$ cat config.mk
export PLATFORM = sky130hd
export DESIGN_NAME = uart_baud_and_infrared_codec
export DESIGN_NICKNAME = d
export VERILOG_FILES = /design/src/core/uart_codec_pkg.sv /design/src/core/baud_tick_gen.sv /design/src/core/uart_baud_and_infrared_codec.sv
export VERILOG_INCLUDE_DIRS = /design/src /design/src/core
export SDC_FILE = /design/constraint.sdc
export NUM_CORES = 1
export LEC_CHECK = 0
export BUFFER_PORTS_ARGS = -buffer_cell sky130_fd_sc_hd__buf_2
export CORE_UTILIZATION = 40
export DETAILED_ROUTE_END_ITERATION = 8
export HOLD_SLACK_MARGIN = 0.08
export MAX_ROUTING_LAYER = met4
export PLACE_DENSITY_LB_ADDON = 0.25
export SKIP_LAST_GASP = 1
export SYNTH_ARGS = -nofsm -noshare
export SYNTH_HDL_FRONTEND = slang
export SYNTH_HIERARCHICAL = 1
export SYNTH_SLANG_ARGS = --single-unit
$ cat constraint.sdc
create_clock -name ref_clk_i -period 4.8 [get_ports ref_clk_i]
set_clock_uncertainty 0.1 [all_clocks]
set_input_delay 0.24 -clock ref_clk_i [delete_from_list [all_inputs] [get_ports ref_clk_i]]
set_output_delay 0.24 -clock ref_clk_i [all_outputs]
set_load 0.02 [all_outputs]
$ cat src/core/uart_codec_defines.svh
`ifndef UART_CODEC_DEFINES_SVH
`define UART_CODEC_DEFINES_SVH
`define ADDR_MATCH_OFS 12'hf45
`define DIV_HIGH_OFS 12'hf46
`define DIV_LOW_OFS 12'hf47
`define CTRL_OFS 12'hf48
`define STATUS_OFS 12'hf49
`define ADDR_MATCH_RST 8'h00
`define DIV_HIGH_RST 8'hff
`define DIV_LOW_RST 8'hff
`define CTRL_RST 8'h00
`define CTRL_IR_EN_BIT 0
`define SAMPLES_PER_BIT 16
`define IR_WINDOW_HALF 8
`endif

$ cat src/core/uart_codec_pkg.sv
package uart_codec_pkg;
  typedef enum logic [1:0] {IR_IDLE, IR_TRACK} ir_state_e;
  typedef enum logic [1:0] {RX_IDLE, RX_START, RX_DATA, RX_STOP} rx_state_e;
  typedef logic [15:0] divisor_t;
endpackage

$ cat src/core/baud_tick_gen.sv
`timescale 1ns/1ps
`default_nettype none
`include "uart_codec_defines.svh"
module baud_tick_gen
  import uart_codec_pkg::*;
(
  input wire logic ref_clk_i,
  input wire logic reset_n_i,
  input wire divisor_t divisor_i,
  output logic tick_o
);
  divisor_t count_reg, count_next;
  divisor_t load_reg, load_next;
  logic tick_reg, tick_next;

  // the divisor is sampled only at reload so a tick period in progress keeps its length
  always_comb begin
    count_next = count_reg + 16'h0001;
    load_next = load_reg;
    tick_next = 1'b0;
    if (count_reg >= load_reg) begin
      count_next = 16'h0001;
      tick_next = 1'b1;
      load_next = (divisor_i == 16'h0000) ? 16'h0001 : divisor_i;
    end
  end

  always_ff @(posedge ref_clk_i) begin
    if (!reset_n_i) begin
      count_reg <= 16'h0001;
      load_reg <= 16'hffff;
      tick_reg <= 1'b0;
    end else begin
      count_reg <= count_next;
      load_reg <= load_next;
      tick_reg <= tick_next;
    end
  end
  assign tick_o = tick_reg;
endmodule // baud_tick_gen
`default_nettype wire

$ cat src/core/uart_baud_and_infrared_codec.sv
`timescale 1ns/1ps
`default_nettype none
`include "uart_codec_defines.svh"
module uart_baud_and_infrared_codec
  import uart_codec_pkg::*;
(
  input wire logic ref_clk_i,
  input wire logic reset_n_i,
  input wire logic [11:0] addr_i,
  input wire logic [7:0] wdata_i,
  input wire logic wr_i,
  input wire logic rd_i,
  output logic [7:0] rdata_o,
  input wire logic rx_pin_i,
  output logic sample_tick_o,
  output logic [7:0] rx_data_o,
  output logic rx_valid_o,
  output logic rx_addr_match_o,
  output logic rx_frame_err_o
);
  logic [7:0] addr_match_reg, addr_match_next;
  logic [7:0] div_high_reg, div_high_next;
  logic [7:0] div_low_reg, div_low_next;
  logic [7:0] ctrl_reg, ctrl_next;
  logic [7:0] rdata_reg, rdata_next;
  divisor_t baud_divisor;
  logic tick;
  logic infrared_codec_enable;

  assign baud_divisor = {div_high_reg, div_low_reg};
  assign infrared_codec_enable = ctrl_reg[`CTRL_IR_EN_BIT];

  baud_tick_gen u_tick (
    .ref_clk_i(ref_clk_i),
    .reset_n_i(reset_n_i),
    .divisor_i(baud_divisor),
    .tick_o(tick)
  );
  assign sample_tick_o = tick;

  // ---------------- infrared decoder
  ir_state_e ir_state_reg, ir_state_next;
  logic [4:0] ir_cnt_reg, ir_cnt_next;
  logic ir_prev_reg, ir_prev_next;
  logic ir_out_reg, ir_out_next;
  logic [4:0] ir_hold_reg, ir_hold_next;
  logic ir_fall;
  logic rx_line;

  assign ir_fall = ir_prev_reg && !rx_pin_i;

  always_comb begin
    ir_state_next = ir_state_reg;
    ir_cnt_next = ir_cnt_reg;
    ir_prev_next = rx_pin_i;
    ir_out_next = ir_out_reg;
    ir_hold_next = ir_hold_reg;
    if (tick && ir_hold_reg != 5'h00) begin
      ir_hold_next = ir_hold_reg - 5'h01;
    end
    if (tick && ir_hold_reg == 5'h01) begin
      ir_out_next = 1'b1;
    end
    unique case (ir_state_reg)
      IR_IDLE: begin
        if (ir_fall) begin
          ir_state_next = IR_TRACK;
          ir_cnt_next = 5'h00;
          ir_out_next = 1'b0;
          ir_hold_next = 5'(`SAMPLES_PER_BIT);
        end
      end
      IR_TRACK: begin
        if (ir_fall) begin
          ir_cnt_next = 5'h00;
          if (ir_cnt_reg >= 5'(`SAMPLES_PER_BIT - `IR_WINDOW_HALF)) begin
            ir_out_next = 1'b0;
            ir_hold_next = 5'(`SAMPLES_PER_BIT);
          end
        end else if (tick) begin
          if (ir_cnt_reg >= 5'(`SAMPLES_PER_BIT + `IR_WINDOW_HALF)) begin
            ir_state_next = IR_IDLE;
          end else begin
            ir_cnt_next = ir_cnt_reg + 5'h01;
          end
        end
      end
      default: ir_state_next = IR_IDLE;
    endcase
    if (!infrared_codec_enable) begin
      ir_state_next = IR_IDLE;
      ir_out_next = 1'b1;
      ir_hold_next = 5'h00;
    end
  end

  always_ff @(posedge ref_clk_i) begin
    if (!reset_n_i) begin
      ir_state_reg <= IR_IDLE;
      ir_cnt_reg <= 5'h00;
      ir_prev_reg <= 1'b1;
      ir_out_reg <= 1'b1;
      ir_hold_reg <= 5'h00;
    end else begin
      ir_state_reg <= ir_state_next;
      ir_cnt_reg <= ir_cnt_next;
      ir_prev_reg <= ir_prev_next;
      ir_out_reg <= ir_out_next;
      ir_hold_reg <= ir_hold_next;
    end
  end

  // the receiver sees either the decoded line or the raw pin; with the codec off, decoder state never touches it
  assign rx_line = infrared_codec_enable ? ir_out_reg : rx_pin_i;

  // ---------------- serial receiver, 9 data bits, bit 8 marks an address byte
  rx_state_e rx_state_reg, rx_state_next;
  logic [3:0] rx_phase_reg, rx_phase_next;
  logic [3:0] rx_bit_reg, rx_bit_next;
  logic [8:0] rx_shift_reg, rx_shift_next;
  logic [7:0] rx_data_reg, rx_data_next;
  logic rx_valid_reg, rx_valid_next;
  logic rx_match_reg, rx_match_next;
  logic rx_err_reg, rx_err_next;
  logic rx_line_prev_reg, rx_line_prev_next;

  always_comb begin
    rx_state_next = rx_state_reg;
    rx_phase_next = rx_phase_reg;
    rx_bit_next = rx_bit_reg;
    rx_shift_next = rx_shift_reg;
    rx_data_next = rx_data_reg;
    rx_valid_next = 1'b0;
    rx_match_next = rx_match_reg;
    rx_err_next = rx_err_reg;
    rx_line_prev_next = rx_line_prev_reg;
    if (tick) begin
      rx_phase_next = rx_phase_reg + 4'h1;
      rx_line_prev_next = rx_line;
      unique case (rx_state_reg)
        RX_IDLE: begin
          // a line still low from a broken stop bit is no start bit
          if (rx_line_prev_reg && !rx_line) begin
            rx_state_next = RX_START;
            rx_phase_next = 4'h1;
          end
        end
        RX_START: begin
          if (rx_phase_reg == 4'(`SAMPLES_PER_BIT / 2 - 1)) begin
            if (rx_line) begin
              rx_state_next = RX_IDLE;
            end else begin
              rx_state_next = RX_DATA;
              rx_phase_next = 4'h0;
              rx_bit_next = 4'h0;
            end
          end
        end
        RX_DATA: begin
          if (rx_phase_reg == 4'(`SAMPLES_PER_BIT - 1)) begin
            rx_shift_next = {rx_line, rx_shift_reg[8:1]};
            rx_bit_next = rx_bit_reg + 4'h1;
            if (rx_bit_reg == 4'h8) begin
              rx_state_next = RX_STOP;
            end
          end
        end
        RX_STOP: begin
          if (rx_phase_reg == 4'(`SAMPLES_PER_BIT - 1)) begin
            rx_state_next = RX_IDLE;
            rx_data_next = rx_shift_reg[7:0];
            rx_valid_next = 1'b1;
            rx_err_next = !rx_line;
            rx_match_next = rx_shift_reg[8] && (rx_shift_reg[7:0] == addr_match_reg);
          end
        end
      endcase
    end
  end

  always_ff @(posedge ref_clk_i) begin
    if (!reset_n_i) begin
      rx_state_reg <= RX_IDLE;
      rx_phase_reg <= 4'h0;
      rx_bit_reg <= 4'h0;
      rx_shift_reg <= 9'h000;
      rx_data_reg <= 8'h00;
      rx_valid_reg <= 1'b0;
      rx_match_reg <= 1'b0;
      rx_err_reg <= 1'b0;
      rx_line_prev_reg <= 1'b1;
    end else begin
      rx_state_reg <= rx_state_next;
      rx_phase_reg <= rx_phase_next;
      rx_bit_reg <= rx_bit_next;
      rx_shift_reg <= rx_shift_next;
      rx_data_reg <= rx_data_next;
      rx_valid_reg <= rx_valid_next;
      rx_match_reg <= rx_match_next;
      rx_err_reg <= rx_err_next;
      rx_line_prev_reg <= rx_line_prev_next;
    end
  end

  assign rx_data_o = rx_data_reg;
  assign rx_valid_o = rx_valid_reg;
  assign rx_addr_match_o = rx_match_reg;
  assign rx_frame_err_o = rx_err_reg;

  // ---------------- register port
  always_comb begin
    addr_match_next = addr_match_reg;
    div_high_next = div_high_reg;
    div_low_next = div_low_reg;
    ctrl_next = ctrl_reg;
    rdata_next = 8'h00;
    if (wr_i) begin
      unique case (addr_i)
        `ADDR_MATCH_OFS: addr_match_next = wdata_i;
        `DIV_HIGH_OFS: div_high_next = wdata_i;
        `DIV_LOW_OFS: div_low_next = wdata_i;
        `CTRL_OFS: ctrl_next = {7'h00, wdata_i[`CTRL_IR_EN_BIT]};
        default: ;
      endcase
    end
    if (rd_i) begin
      unique case (addr_i)
        `ADDR_MATCH_OFS: rdata_next = addr_match_reg;
        `DIV_HIGH_OFS: rdata_next = div_high_reg;
        `DIV_LOW_OFS: rdata_next = div_low_reg;
        `CTRL_OFS: rdata_next = ctrl_reg;
        `STATUS_OFS: rdata_next = {4'h0, rx_match_reg, rx_err_reg,
                                   ir_state_reg == IR_TRACK, rx_state_reg != RX_IDLE};
        default: rdata_next = 8'h00;
      endcase
    end
  end

  always_ff @(posedge ref_clk_i) begin
    if (!reset_n_i) begin
      addr_match_reg <= `ADDR_MATCH_RST;
      div_high_reg <= `DIV_HIGH_RST;
      div_low_reg <= `DIV_LOW_RST;
      ctrl_reg <= `CTRL_RST;
      rdata_reg <= 8'h00;
    end else begin
      addr_match_reg <= addr_match_next;
      div_high_reg <= div_high_next;
      div_low_reg <= div_low_next;
      ctrl_reg <= ctrl_next;
      rdata_reg <= rdata_next;
    end
  end
  assign rdata_o = rdata_reg;
endmodule // uart_baud_and_infrared_codec
`default_nettype wire

## Yosys cells after proc, flatten, opt, wreduce, memory -nomap -nowiden

Cells that the tools add are included.

| word-level totals | value |
|---|---|
| bits in read-only memories | 0 |
| RAM bits | 0 |
| register bits | 111 |
| bits in latches | 0 |
| memories | 0 |
| bits of input ports | 25 |
| output and inout bits | 20 |

| operators by class | value |
|---|---|
| shifts and indexed selects | 0 |
| $lt $le $gt $ge | 3 |
| divide/modulo/power cells | 0 |
| reduce and logical (&&, ||, !) cells | 28 |
| multiply operators | 0 |
| mux-type cells | 40 |
| bitwise operators | 1 |
| add/subtract/negate cells | 5 |
| equal/unequal tests | 26 |

Operators with widths:

| operator | count |
|---|---|
| == test 12 bit, second input constant | 5 |
| two-way mux 5 bit | 8 |
| one-hot mux 8 bit (5 select lines) | 1 |
| two-way mux 4 bit | 6 |
| two-way mux 2 bit | 10 |
| one-hot mux 5 bit (2 select lines) | 2 |
| != test 2 bit, second input constant | 9 |
| adder 16 x 1 -> 16 bit, second input constant | 1 |
| greater-or-equal comparator 16 bit | 1 |
| zero test 16 bit | 1 |
| two-way mux 16 bit | 1 |
| one-hot mux 4 bit (2 select lines) | 2 |
| AND reduction 2 bit | 6 |
| AND reduction 3 bit | 3 |
| adder 4 x 1 -> 4 bit, second input constant | 2 |
| == test 4 bit, second input constant | 2 |
| == test 8 bit | 1 |
| one-hot mux 2 bit (4 select lines) | 1 |
| AND reduction 4 bit | 2 |
| two-way mux 1 bit | 7 |
| AND reduction 6 bit | 1 |
| nonzero test 2 bit | 3 |
| adder 5 x 1 -> 5 bit, second input constant | 1 |
| == test 5 x 1 -> 1 bit, second input constant | 1 |
| 18 further kinds | 26 |

## Longest topological paths before layout

Gate-level depths: netlist (run 1).

| logic depth | value |
|---|---|
| word-level depth | 6 |
| depth in mapped cells | 9 |
| gate-level depth less buffers | 7 |

## Hierarchy

The synthesis (run 1) kept the hierarchy.

By module, submodules not included:

| module | cells each | times used | area an instance (um^2) |
|---|---|---|---|
| uart_baud_and_infrared_codec | 368 | 1 | 3,473.3 |
| baud_tick_gen | 207 | 1 | 1,773.0 |

## Least setup slack after synthesis (run 1)

OpenSTA, ideal clock, no wires.

| timing path | value |
|---|---|
| path type | reg2reg |
| start point | reg u_tick.count_reg[0] |
| end point | reg u_tick.load_reg[10] |
| path buffers | 2 |
| setup slack | 2.688 ns |
| period minus slack after synthesis | 2.112 ns |
| arrival | 1.892 ns |
| required time | 4.580 ns |
| stages on the path, launching flop included | 10 |
| cell sequence | dfxtp_1 inv_1 ha_1 nand2b_1 a2111o_1 a31oi_4 and2_1 buf_6 buf_12 o21ai_2 |

| between the ends | value |
|---|---|
| cells in the longest elaborated chain, start to end | 1 |

RTL lines:

| element | RTL line | text |
|---|---|---|
| start, declared | baud_tick_gen.sv:12 | `divisor_t count_reg, count_next;` |
| start signal, assigned | baud_tick_gen.sv:34 | `count_reg <= count_next;` |
| greater-or-equal comparator 16 bit | baud_tick_gen.sv:21 | `if (count_reg >= load_reg) begin` |
| end signal, assigned | baud_tick_gen.sv:35 | `load_reg <= load_next;` |
| end, declared | baud_tick_gen.sv:13 | `divisor_t load_reg, load_next;` |

No other way between the ends.
A chain may end at the register's enable or synchronous reset.

## Final worst setup path (run 1)

| timing path | value |
|---|---|
| start point | reg u_tick.count_reg[0] |
| end point | reg u_tick.load_reg[0] |

Same word-level chain as after synthesis.

==> results by group, run 1 <==
STA
  • Final period util: 0.582
  • Accumulated negative setup slack: 0 ns
  • Final period demand of the worst path: 2.79 ns
  • Setup repair after global routing missed its margin: no
  • Worst max-slew margin expressed relative to the limit: 0.376
  • Tightest hold margin: 0.149 ns
  • Worst-margin pin slew: 0.930 ns
  • Post-layout worst setup margin: 2.01 ns
  • Number of pins exceeding their max-slew limit in the final report: 0
  • Final setup violating endpoints: 0
  • Number of failing hold endpoints at the final stage: 0
  • Max Fclk: 358 MHz

Synthesis
  • Prevailing post-synth register cell: sky130_fd_sc_hd__dfxtp_1
  • Cell with the most instances after synthesis: sky130_fd_sc_hd__dfxtp_1
  • Post-synth top area cell: sky130_fd_sc_hd__dfxtp_1
  • Biggest area contributors in the synthesized netlist: sky130_fd_sc_hd__dfxtp_1 (42%), sky130_fd_sc_hd__mux2i_1 (7.4%), sky130_fd_sc_hd__ha_1 (5.7%), sky130_fd_sc_hd__nor2_1 (4.7%), sky130_fd_sc_hd__nand2_1 (3.5%)
  • EDFF count, synth: 0
  • Async set or reset register ratio after synthesis: 0
  • Post-Syn Nets: 624
  • Part of the Yosys area used for sequential elements: 0.420
  • Count of warnings emitted by yosys: 6
  • Register bit count reported by yosys: 110
  • Portion of synthesized cell area occupied by the leading cell type: 0.420
  • Leading cell types by count after synthesis: sky130_fd_sc_hd__dfxtp_1 (110), sky130_fd_sc_hd__nor2_1 (65), sky130_fd_sc_hd__nand2_1 (49)
  • Cell Area, Synth: 0.00525 mm²
  • Count of mapped cells out of synthesis: 575
  • Post-Synthesis Mean Instance Area: 9.12 µm²
  • Unique cell type count in the Yosys netlist: 65

Cells and area
  • Share of post-route cells with drive strength above 1: 0.135
  • Final nets: 667
  • Antenna Diode Count: 0
  • Final non-filler cell area: 0.00596 mm²
  • Layout overhead on the synthesized area: 13.6%
  • Filler cells: 1,302

Global routing
  • Maximum number of pins on one net before global-route repair: 35
  • Global-route congestion overflow total: 0
  • Via count of the first global-routing pass: 3,901
  • Number of antenna violations at the first check in global routing: 0
  • First-pass GRT wire length: 18,700 µm
  • Combined global-route utilization of all metal layers: 0.181

Clock network
  • Clock tree from TritonCTS: yes
  • CTS buffer count: 9
  • Maximum count of clock buffers along a single path: 2
  • Clock latency reported for the late side of the worst-skew pair: 0.35 ns
  • Number of clock sinks seen by CTS: 110
  • H-tree levels: 3
  • Root buffer cell: sky130_fd_sc_hd__clkbuf_16
  • Clk pin slew, worst setup/hold paths: 0.08 ns
  • CTS resizes: 0

Hold path
  • Hold/Removal Path Class: in2reg
  • Number of stages on the worst hold path: 3

Route
  • Vias: 4,055
  • Detailed-route DRC error count: 0
  • Wire per inst: 14.0 µm
  • Per-cell via count in the routed design: 5.10
  • Number of detailed-route iterations in the first pass: 4
  • Routed wire length: 11,100 µm
  • Antenna Violating Nets Remaining: 0
  • Number of violations reported at the end of detailed-routing iteration 0: 187

Setup path
  • Largest fanout on the critical path: 17
  • Startpoint Class: register
  • Depth of the worst register-to-register path: 7
  • Crit Path Class: reg2reg
  • Critical Path RT: 4.98 ns
  • CP Capture Type: register
  • Worst EP arrival: 2.98 ns

Power and ir drop
  • Leakage: 2.71 nW
  • Total power density per cell area: 288 mW/mm²
  • Total power after layout: 1.72 mW
  • Largest vdd supply drop: 0.211 mV

Floorplanning
  • Vertical extent of the die: 117 µm
  • # rows: 41
  • Die footprint: 0.0136 mm²
  • Boundary pin count: 45
  • Effective utilization at floorplan: 0.412
  • Horizontal extent of the die: 117 µm
  • Core area: 0.0127 mm²

Place
  • Hpwl dp: 8260 µm
  • Cell area reported after detailed placement: 0.00558 mm²
  • Final RePlAce weighted congestion: 0.810
  • Worst-case setup slack after placement: 2.01 ns
  • Buffers on Ports: 44

Status
  • Result of the run: completed

Flow run
  • Number of maximum-capacitance violations: 0
-- metal layers --
metal | share of wire | up-vias | global-route usage
li1 | - | 2102 | -
met1 | 0.47 | 1898 | 0.217
met2 | 0.48 | 43 | 0.294
met3 | 0.032 | 12 | 0.0509
met4 | 0.017 | 0 | 0.0564
met5 | 0 | - | -
-- path summary, 6_finish.rpt --
check                 startpoint                  to  slack, ns
max          u_tick/count_reg[0]  u_tick/load_reg[0]       2.01
max reg2reg  u_tick/count_reg[0]  u_tick/load_reg[0]       2.01
min reg2reg         rx_data_o[5]        rx_data_o[5]       0.35
min                         rd_i          rdata_o[6]       0.15
-- cell usage in the layout, fill, tap and decap left out, types with 17 or more instances in the layout --
cell type	n
sky130_fd_sc_hd__a21oi_1	28
sky130_fd_sc_hd__buf_2	44
sky130_fd_sc_hd__nand2_1	49
sky130_fd_sc_hd__ha_1	24
sky130_fd_sc_hd__inv_1	41
sky130_fd_sc_hd__nand3_1	19
sky130_fd_sc_hd__xor2_1	17
sky130_fd_sc_hd__nor2_1	65
sky130_fd_sc_hd__dfxtp_1	110
sky130_fd_sc_hd__mux2i_1	39
sky130_fd_sc_hd__a31oi_1	19
-- power by group --
group | leakage, nW | switching (mW) | internal [mW]
sequential | 0.888 | 0.00362 | 0.915
clock | 0.139 | 0.362 | 0.366
combinational | 1.69 | 0.0428 | 0.0294
-- layout make-up --
class	count	area (µm²)	share of cell area
multi-input cells	398	2750	0.462
flip-flops and latches	110	2200	0.369
repair buffers	56	333	0.0558
clock buffers	10	229	0.0384
well taps	172	215	0.0361
inverters	43	161	0.0271
clock inverters	6	66.3	0.0111
-- kinds of logic after synthesis --
family | share of synthesized area
simple gates | 0.209
mux | 0.0773
flops | 0.420
xor+xnor | 0.0501
fa+ha+maj | 0.0572
buf+inv | 0.0553
compound gates | 0.131
-- critical path: stages, from the launching register on --
cell                       delay (ns)
sky130_fd_sc_hd__dfxtp_1         0.34
sky130_fd_sc_hd__inv_1           0.06
sky130_fd_sc_hd__ha_1            0.28
sky130_fd_sc_hd__nand2b_1        0.14
sky130_fd_sc_hd__a2111o_1        0.47
sky130_fd_sc_hd__a31oi_4         0.42
sky130_fd_sc_hd__and2_1          0.69
sky130_fd_sc_hd__mux2i_1         0.24
-- through the flow --
| stage | instances | utilization |
|---|---|---|
| floorplan | 575 | - |
| detailed placement | 770 | 0.438 |
| CTS | 795 | 0.469 |
| global placement | 770 | 0.438 |
| finish | 795 | 0.469 |
| global route | 795 | 0.469 |
-- what timing repair did --
action	in CTS	in global routing
hold endpoints to repair	24	0
setup buffers	0	0
hold buffers	9	0
Note: power is estimated with default switching activity, not from simulation.
==> inputs of run 2 (changes only) <==
- ABC_AREA: unset -> 1
- clock period: 4.8 -> 2.35 ns (I/O delays scaled with it)
==> results by group, run 2 <==
Status
  • Result of the run: completed

Cells and area
  • Antenna Diode Count: 0
  • Most common library cell in the layout ignoring fill and taps: sky130_fd_sc_hd__nand2_1
  • Share of post-route cells with drive strength above 1: 0.160
  • Layout overhead on the synthesized area: 13.8%
  • Final nets: 831
  • Final instance count without filler cells: 963
  • Top library cells by usage in the layout, fill and taps aside: sky130_fd_sc_hd__nand2_1 (117), sky130_fd_sc_hd__dfxtp_1 (110), sky130_fd_sc_hd__inv_1 (94), sky130_fd_sc_hd__nor2_1 (76), sky130_fd_sc_hd__nand3_1 (67)

STA
  • Final setup violating endpoints: 0
  • Number of pins exceeding their max-slew limit in the final report: 0
  • Worst max-slew margin expressed relative to the limit: 0.648
  • Max Fclk: 487 MHz
  • Number of failing hold endpoints at the final stage: 0
  • Final period demand of the worst path: 2.05 ns
  • Accumulated negative setup slack: 0 ns
  • Final period util: 0.873
  • Worst-margin pin slew: 0.528 ns
  • Post-layout worst setup margin: 0.298 ns
  • Tightest hold margin: 0.105 ns
  • Setup repair after global routing missed its margin: no

Synthesis
  • Synth Area in Compound Gates: 0.142
  • Async set or reset register ratio after synthesis: 0
  • Part of the Yosys area used for sequential elements: 0.396
  • Prevailing post-synth register cell: sky130_fd_sc_hd__dfxtp_1
  • Leading cell types by count after synthesis: sky130_fd_sc_hd__nand2_1 (117), sky130_fd_sc_hd__dfxtp_1 (110), sky130_fd_sc_hd__inv_1 (94)
  • Cell Area, Synth: 0.00556 mm²
  • Post-synth top area cell: sky130_fd_sc_hd__dfxtp_1
  • EDFF count, synth: 0
  • Cell with the most instances after synthesis: sky130_fd_sc_hd__nand2_1
  • Register bit count reported by yosys: 110
  • Biggest area contributors in the synthesized netlist: sky130_fd_sc_hd__dfxtp_1 (40%), sky130_fd_sc_hd__nand2_1 (7.9%), sky130_fd_sc_hd__inv_1 (6.3%), sky130_fd_sc_hd__nand3_1 (6.0%), sky130_fd_sc_hd__ha_1 (5.4%)
  • Adder-cell share of the synthesized area: 0.0540
  • Simple logic cell fraction of the synthesized area: 0.283
  • Portion of synthesized cell area occupied by the leading cell type: 0.396
  • Post-Syn Nets: 778
  • Largest family of logic cells by synthesized area: simple AND/OR/NAND/NOR gates
  • Multiplexer share of the synthesized area: 0
  • Count of mapped cells out of synthesis: 729
  • Post-Synthesis Mean Instance Area: 7.63 µm²
  • Count of warnings emitted by yosys: 6
  • Unique cell type count in the Yosys netlist: 42
  • XOR/XNOR Fraction of Synth Area: 0.0362

Power and ir drop
  • Total power density per cell area: 558 mW/mm²
  • Leakage: 2.94 nW
  • Largest vdd supply drop: 0.370 mV

Floorplanning
  • Die footprint: 0.0144 mm²
  • # rows: 42
  • Boundary pin count: 45
  • Horizontal extent of the die: 120 µm
  • Vertical extent of the die: 120 µm
  • Core area: 0.0134 mm²
  • Effective utilization at floorplan: 0.415

Clock network
  • Clock tree from TritonCTS: yes
  • Clk pin slew, worst setup/hold paths: 0.08 ns
  • H-tree levels: 3
  • Post-CTS Repair Setup Buffers: 0
  • CTS buffer count: 9
  • Maximum count of clock buffers along a single path: 2
  • Clock latency reported for the late side of the worst-skew pair: 0.35 ns
  • Number of clock sinks seen by CTS: 110
  • Root buffer cell: sky130_fd_sc_hd__clkbuf_16

Hold path
  • Hold/Removal Path Class: in2reg

Global routing
  • Number of antenna violations at the first check in global routing: 0
  • Via count of the first global-routing pass: 4,501
  • Global-route congestion overflow total: 0
  • First-pass GRT wire length: 21,400 µm
  • Combined global-route utilization of all metal layers: 0.190
  • Maximum number of pins on one net before global-route repair: 26

Route
  • Detailed-route DRC error count: 0
  • Number of violations reported at the end of detailed-routing iteration 0: 279
  • Vias: 4,862
  • Number of detailed-route iterations in the first pass: 4
  • Antenna Violating Nets Remaining: 0
  • Routed wire length: 12,800 µm
  • Wire per inst: 13.3 µm
  • Per-cell via count in the routed design: 5.05

Setup path
  • Startpoint Class: register
  • Critical Path RT: 2.54 ns
  • Crit Path Class: reg2reg
  • Worst EP arrival: 2.24 ns
  • Largest fanout on the critical path: 18
  • CP Capture Type: register

Place
  • Hpwl dp: 9580 µm
  • Buffers on Ports: 44
  • Worst-case setup slack after placement: 0.326 ns
  • Final RePlAce weighted congestion: 0.896
  • Placed Instances: 935

Flow run
  • Number of maximum-capacitance violations: 0
==> run 2: changes by cell type after synthesis, moves of 16 or more <==
cell	previous run	this run
sky130_fd_sc_hd__a31oi_1	19	1
sky130_fd_sc_hd__nand2_1	49	117
sky130_fd_sc_hd__o211ai_2	0	16
sky130_fd_sc_hd__inv_1	41	94
sky130_fd_sc_hd__o21ai_0	15	33
sky130_fd_sc_hd__mux2i_1	39	0
sky130_fd_sc_hd__a21oi_1	28	45
sky130_fd_sc_hd__nand3_1	19	67
==> run 2: logic make-up (layout without fill, tap and decap cells) <==
kind of cell / count (synthesis) / in the layout
xor+xnor: 23 / 23
fa+ha+maj: 24 / 24
flops: 110 / 110
compound gates: 122 / 122
buf+inv: 120 / 178
simple gates: 330 / 330
==> run 2: stage by stage <==
step	instance area (µm²)	power (mW)	util
floorplan	5560	2.02	-
global placement	5920	2.07	0.442
detailed placement	5920	2.08	0.442
CTS	6330	3.57	0.472
global route	6330	3.66	0.472
finish	6330	3.53	0.472
==> run 2: final cells by class <==
| cell class | instances | area (µm²) |
|---|---|---|
| clock buffers | 9 | 225 |
| clock inverters | 7 | 58.8 |
| fillers | 1378 | 7070 |
| inverters | 100 | 375 |
| multi-input cells | 499 | 2860 |
| flip-flops and latches | 110 | 2200 |
| well taps | 176 | 220 |
| repair buffers | 62 | 385 |
==> run 2: routing by layer <==
| metal | share of wire | routed length [µm] | track usage | up-vias |
|---|---|---|---|---|
| met2 | 0.48 | 6130 | 0.305 | 79 |
| met3 | 0.041 | 519 | 0.0390 | 8 |
| met1 | 0.47 | 6040 | 0.245 | 2276 |
| met5 | 0 | 0 | - | - |
| li1 | - | - | - | 2499 |
| met4 | 0.0082 | 105 | 0.0438 | 0 |
==> run 2: path summary, 6_finish.rpt <==
check	end	start	cells past startpoint	slack, ns
min	rx_data_o[5]	reset_n_i	3	0.10
max	u_tick/count_reg[12]	u_tick/count_reg[3]	10	0.30
max reg2reg	u_tick/count_reg[12]	u_tick/count_reg[3]	10	0.30
min reg2reg	u_tick/count_reg[0]	u_tick/count_reg[0]	1	0.35
==> run 2: what timing repair did <==
action,CTS,global route
hold buffers,12,0
gates resized for setup,0,0
endpoints found under the hold margin,29,0
==> run 2: power breakdown <==
part	internal (mW)	leakage [nW]	total (mW)	switching, mW
logic	0.0594	1.92	0.171	0.112
clock network	0.735	0.138	1.48	0.745
registers	1.87	0.888	1.88	0.00893
==> run 2: critical path, cell delays in order (launching register included) <==
cell and delay [ns]:
sky130_fd_sc_hd__dfxtp_1 0.44, sky130_fd_sc_hd__ha_1 0.28, sky130_fd_sc_hd__nand2_1 0.09, sky130_fd_sc_hd__nor2_1 0.05
sky130_fd_sc_hd__nor2_1 0.09, sky130_fd_sc_hd__nand2_1 0.06, sky130_fd_sc_hd__nand2_1 0.05, sky130_fd_sc_hd__nand2_1 0.05
sky130_fd_sc_hd__nand2_2 0.29, sky130_fd_sc_hd__nand3_4 0.30, sky130_fd_sc_hd__nor2_1 0.18
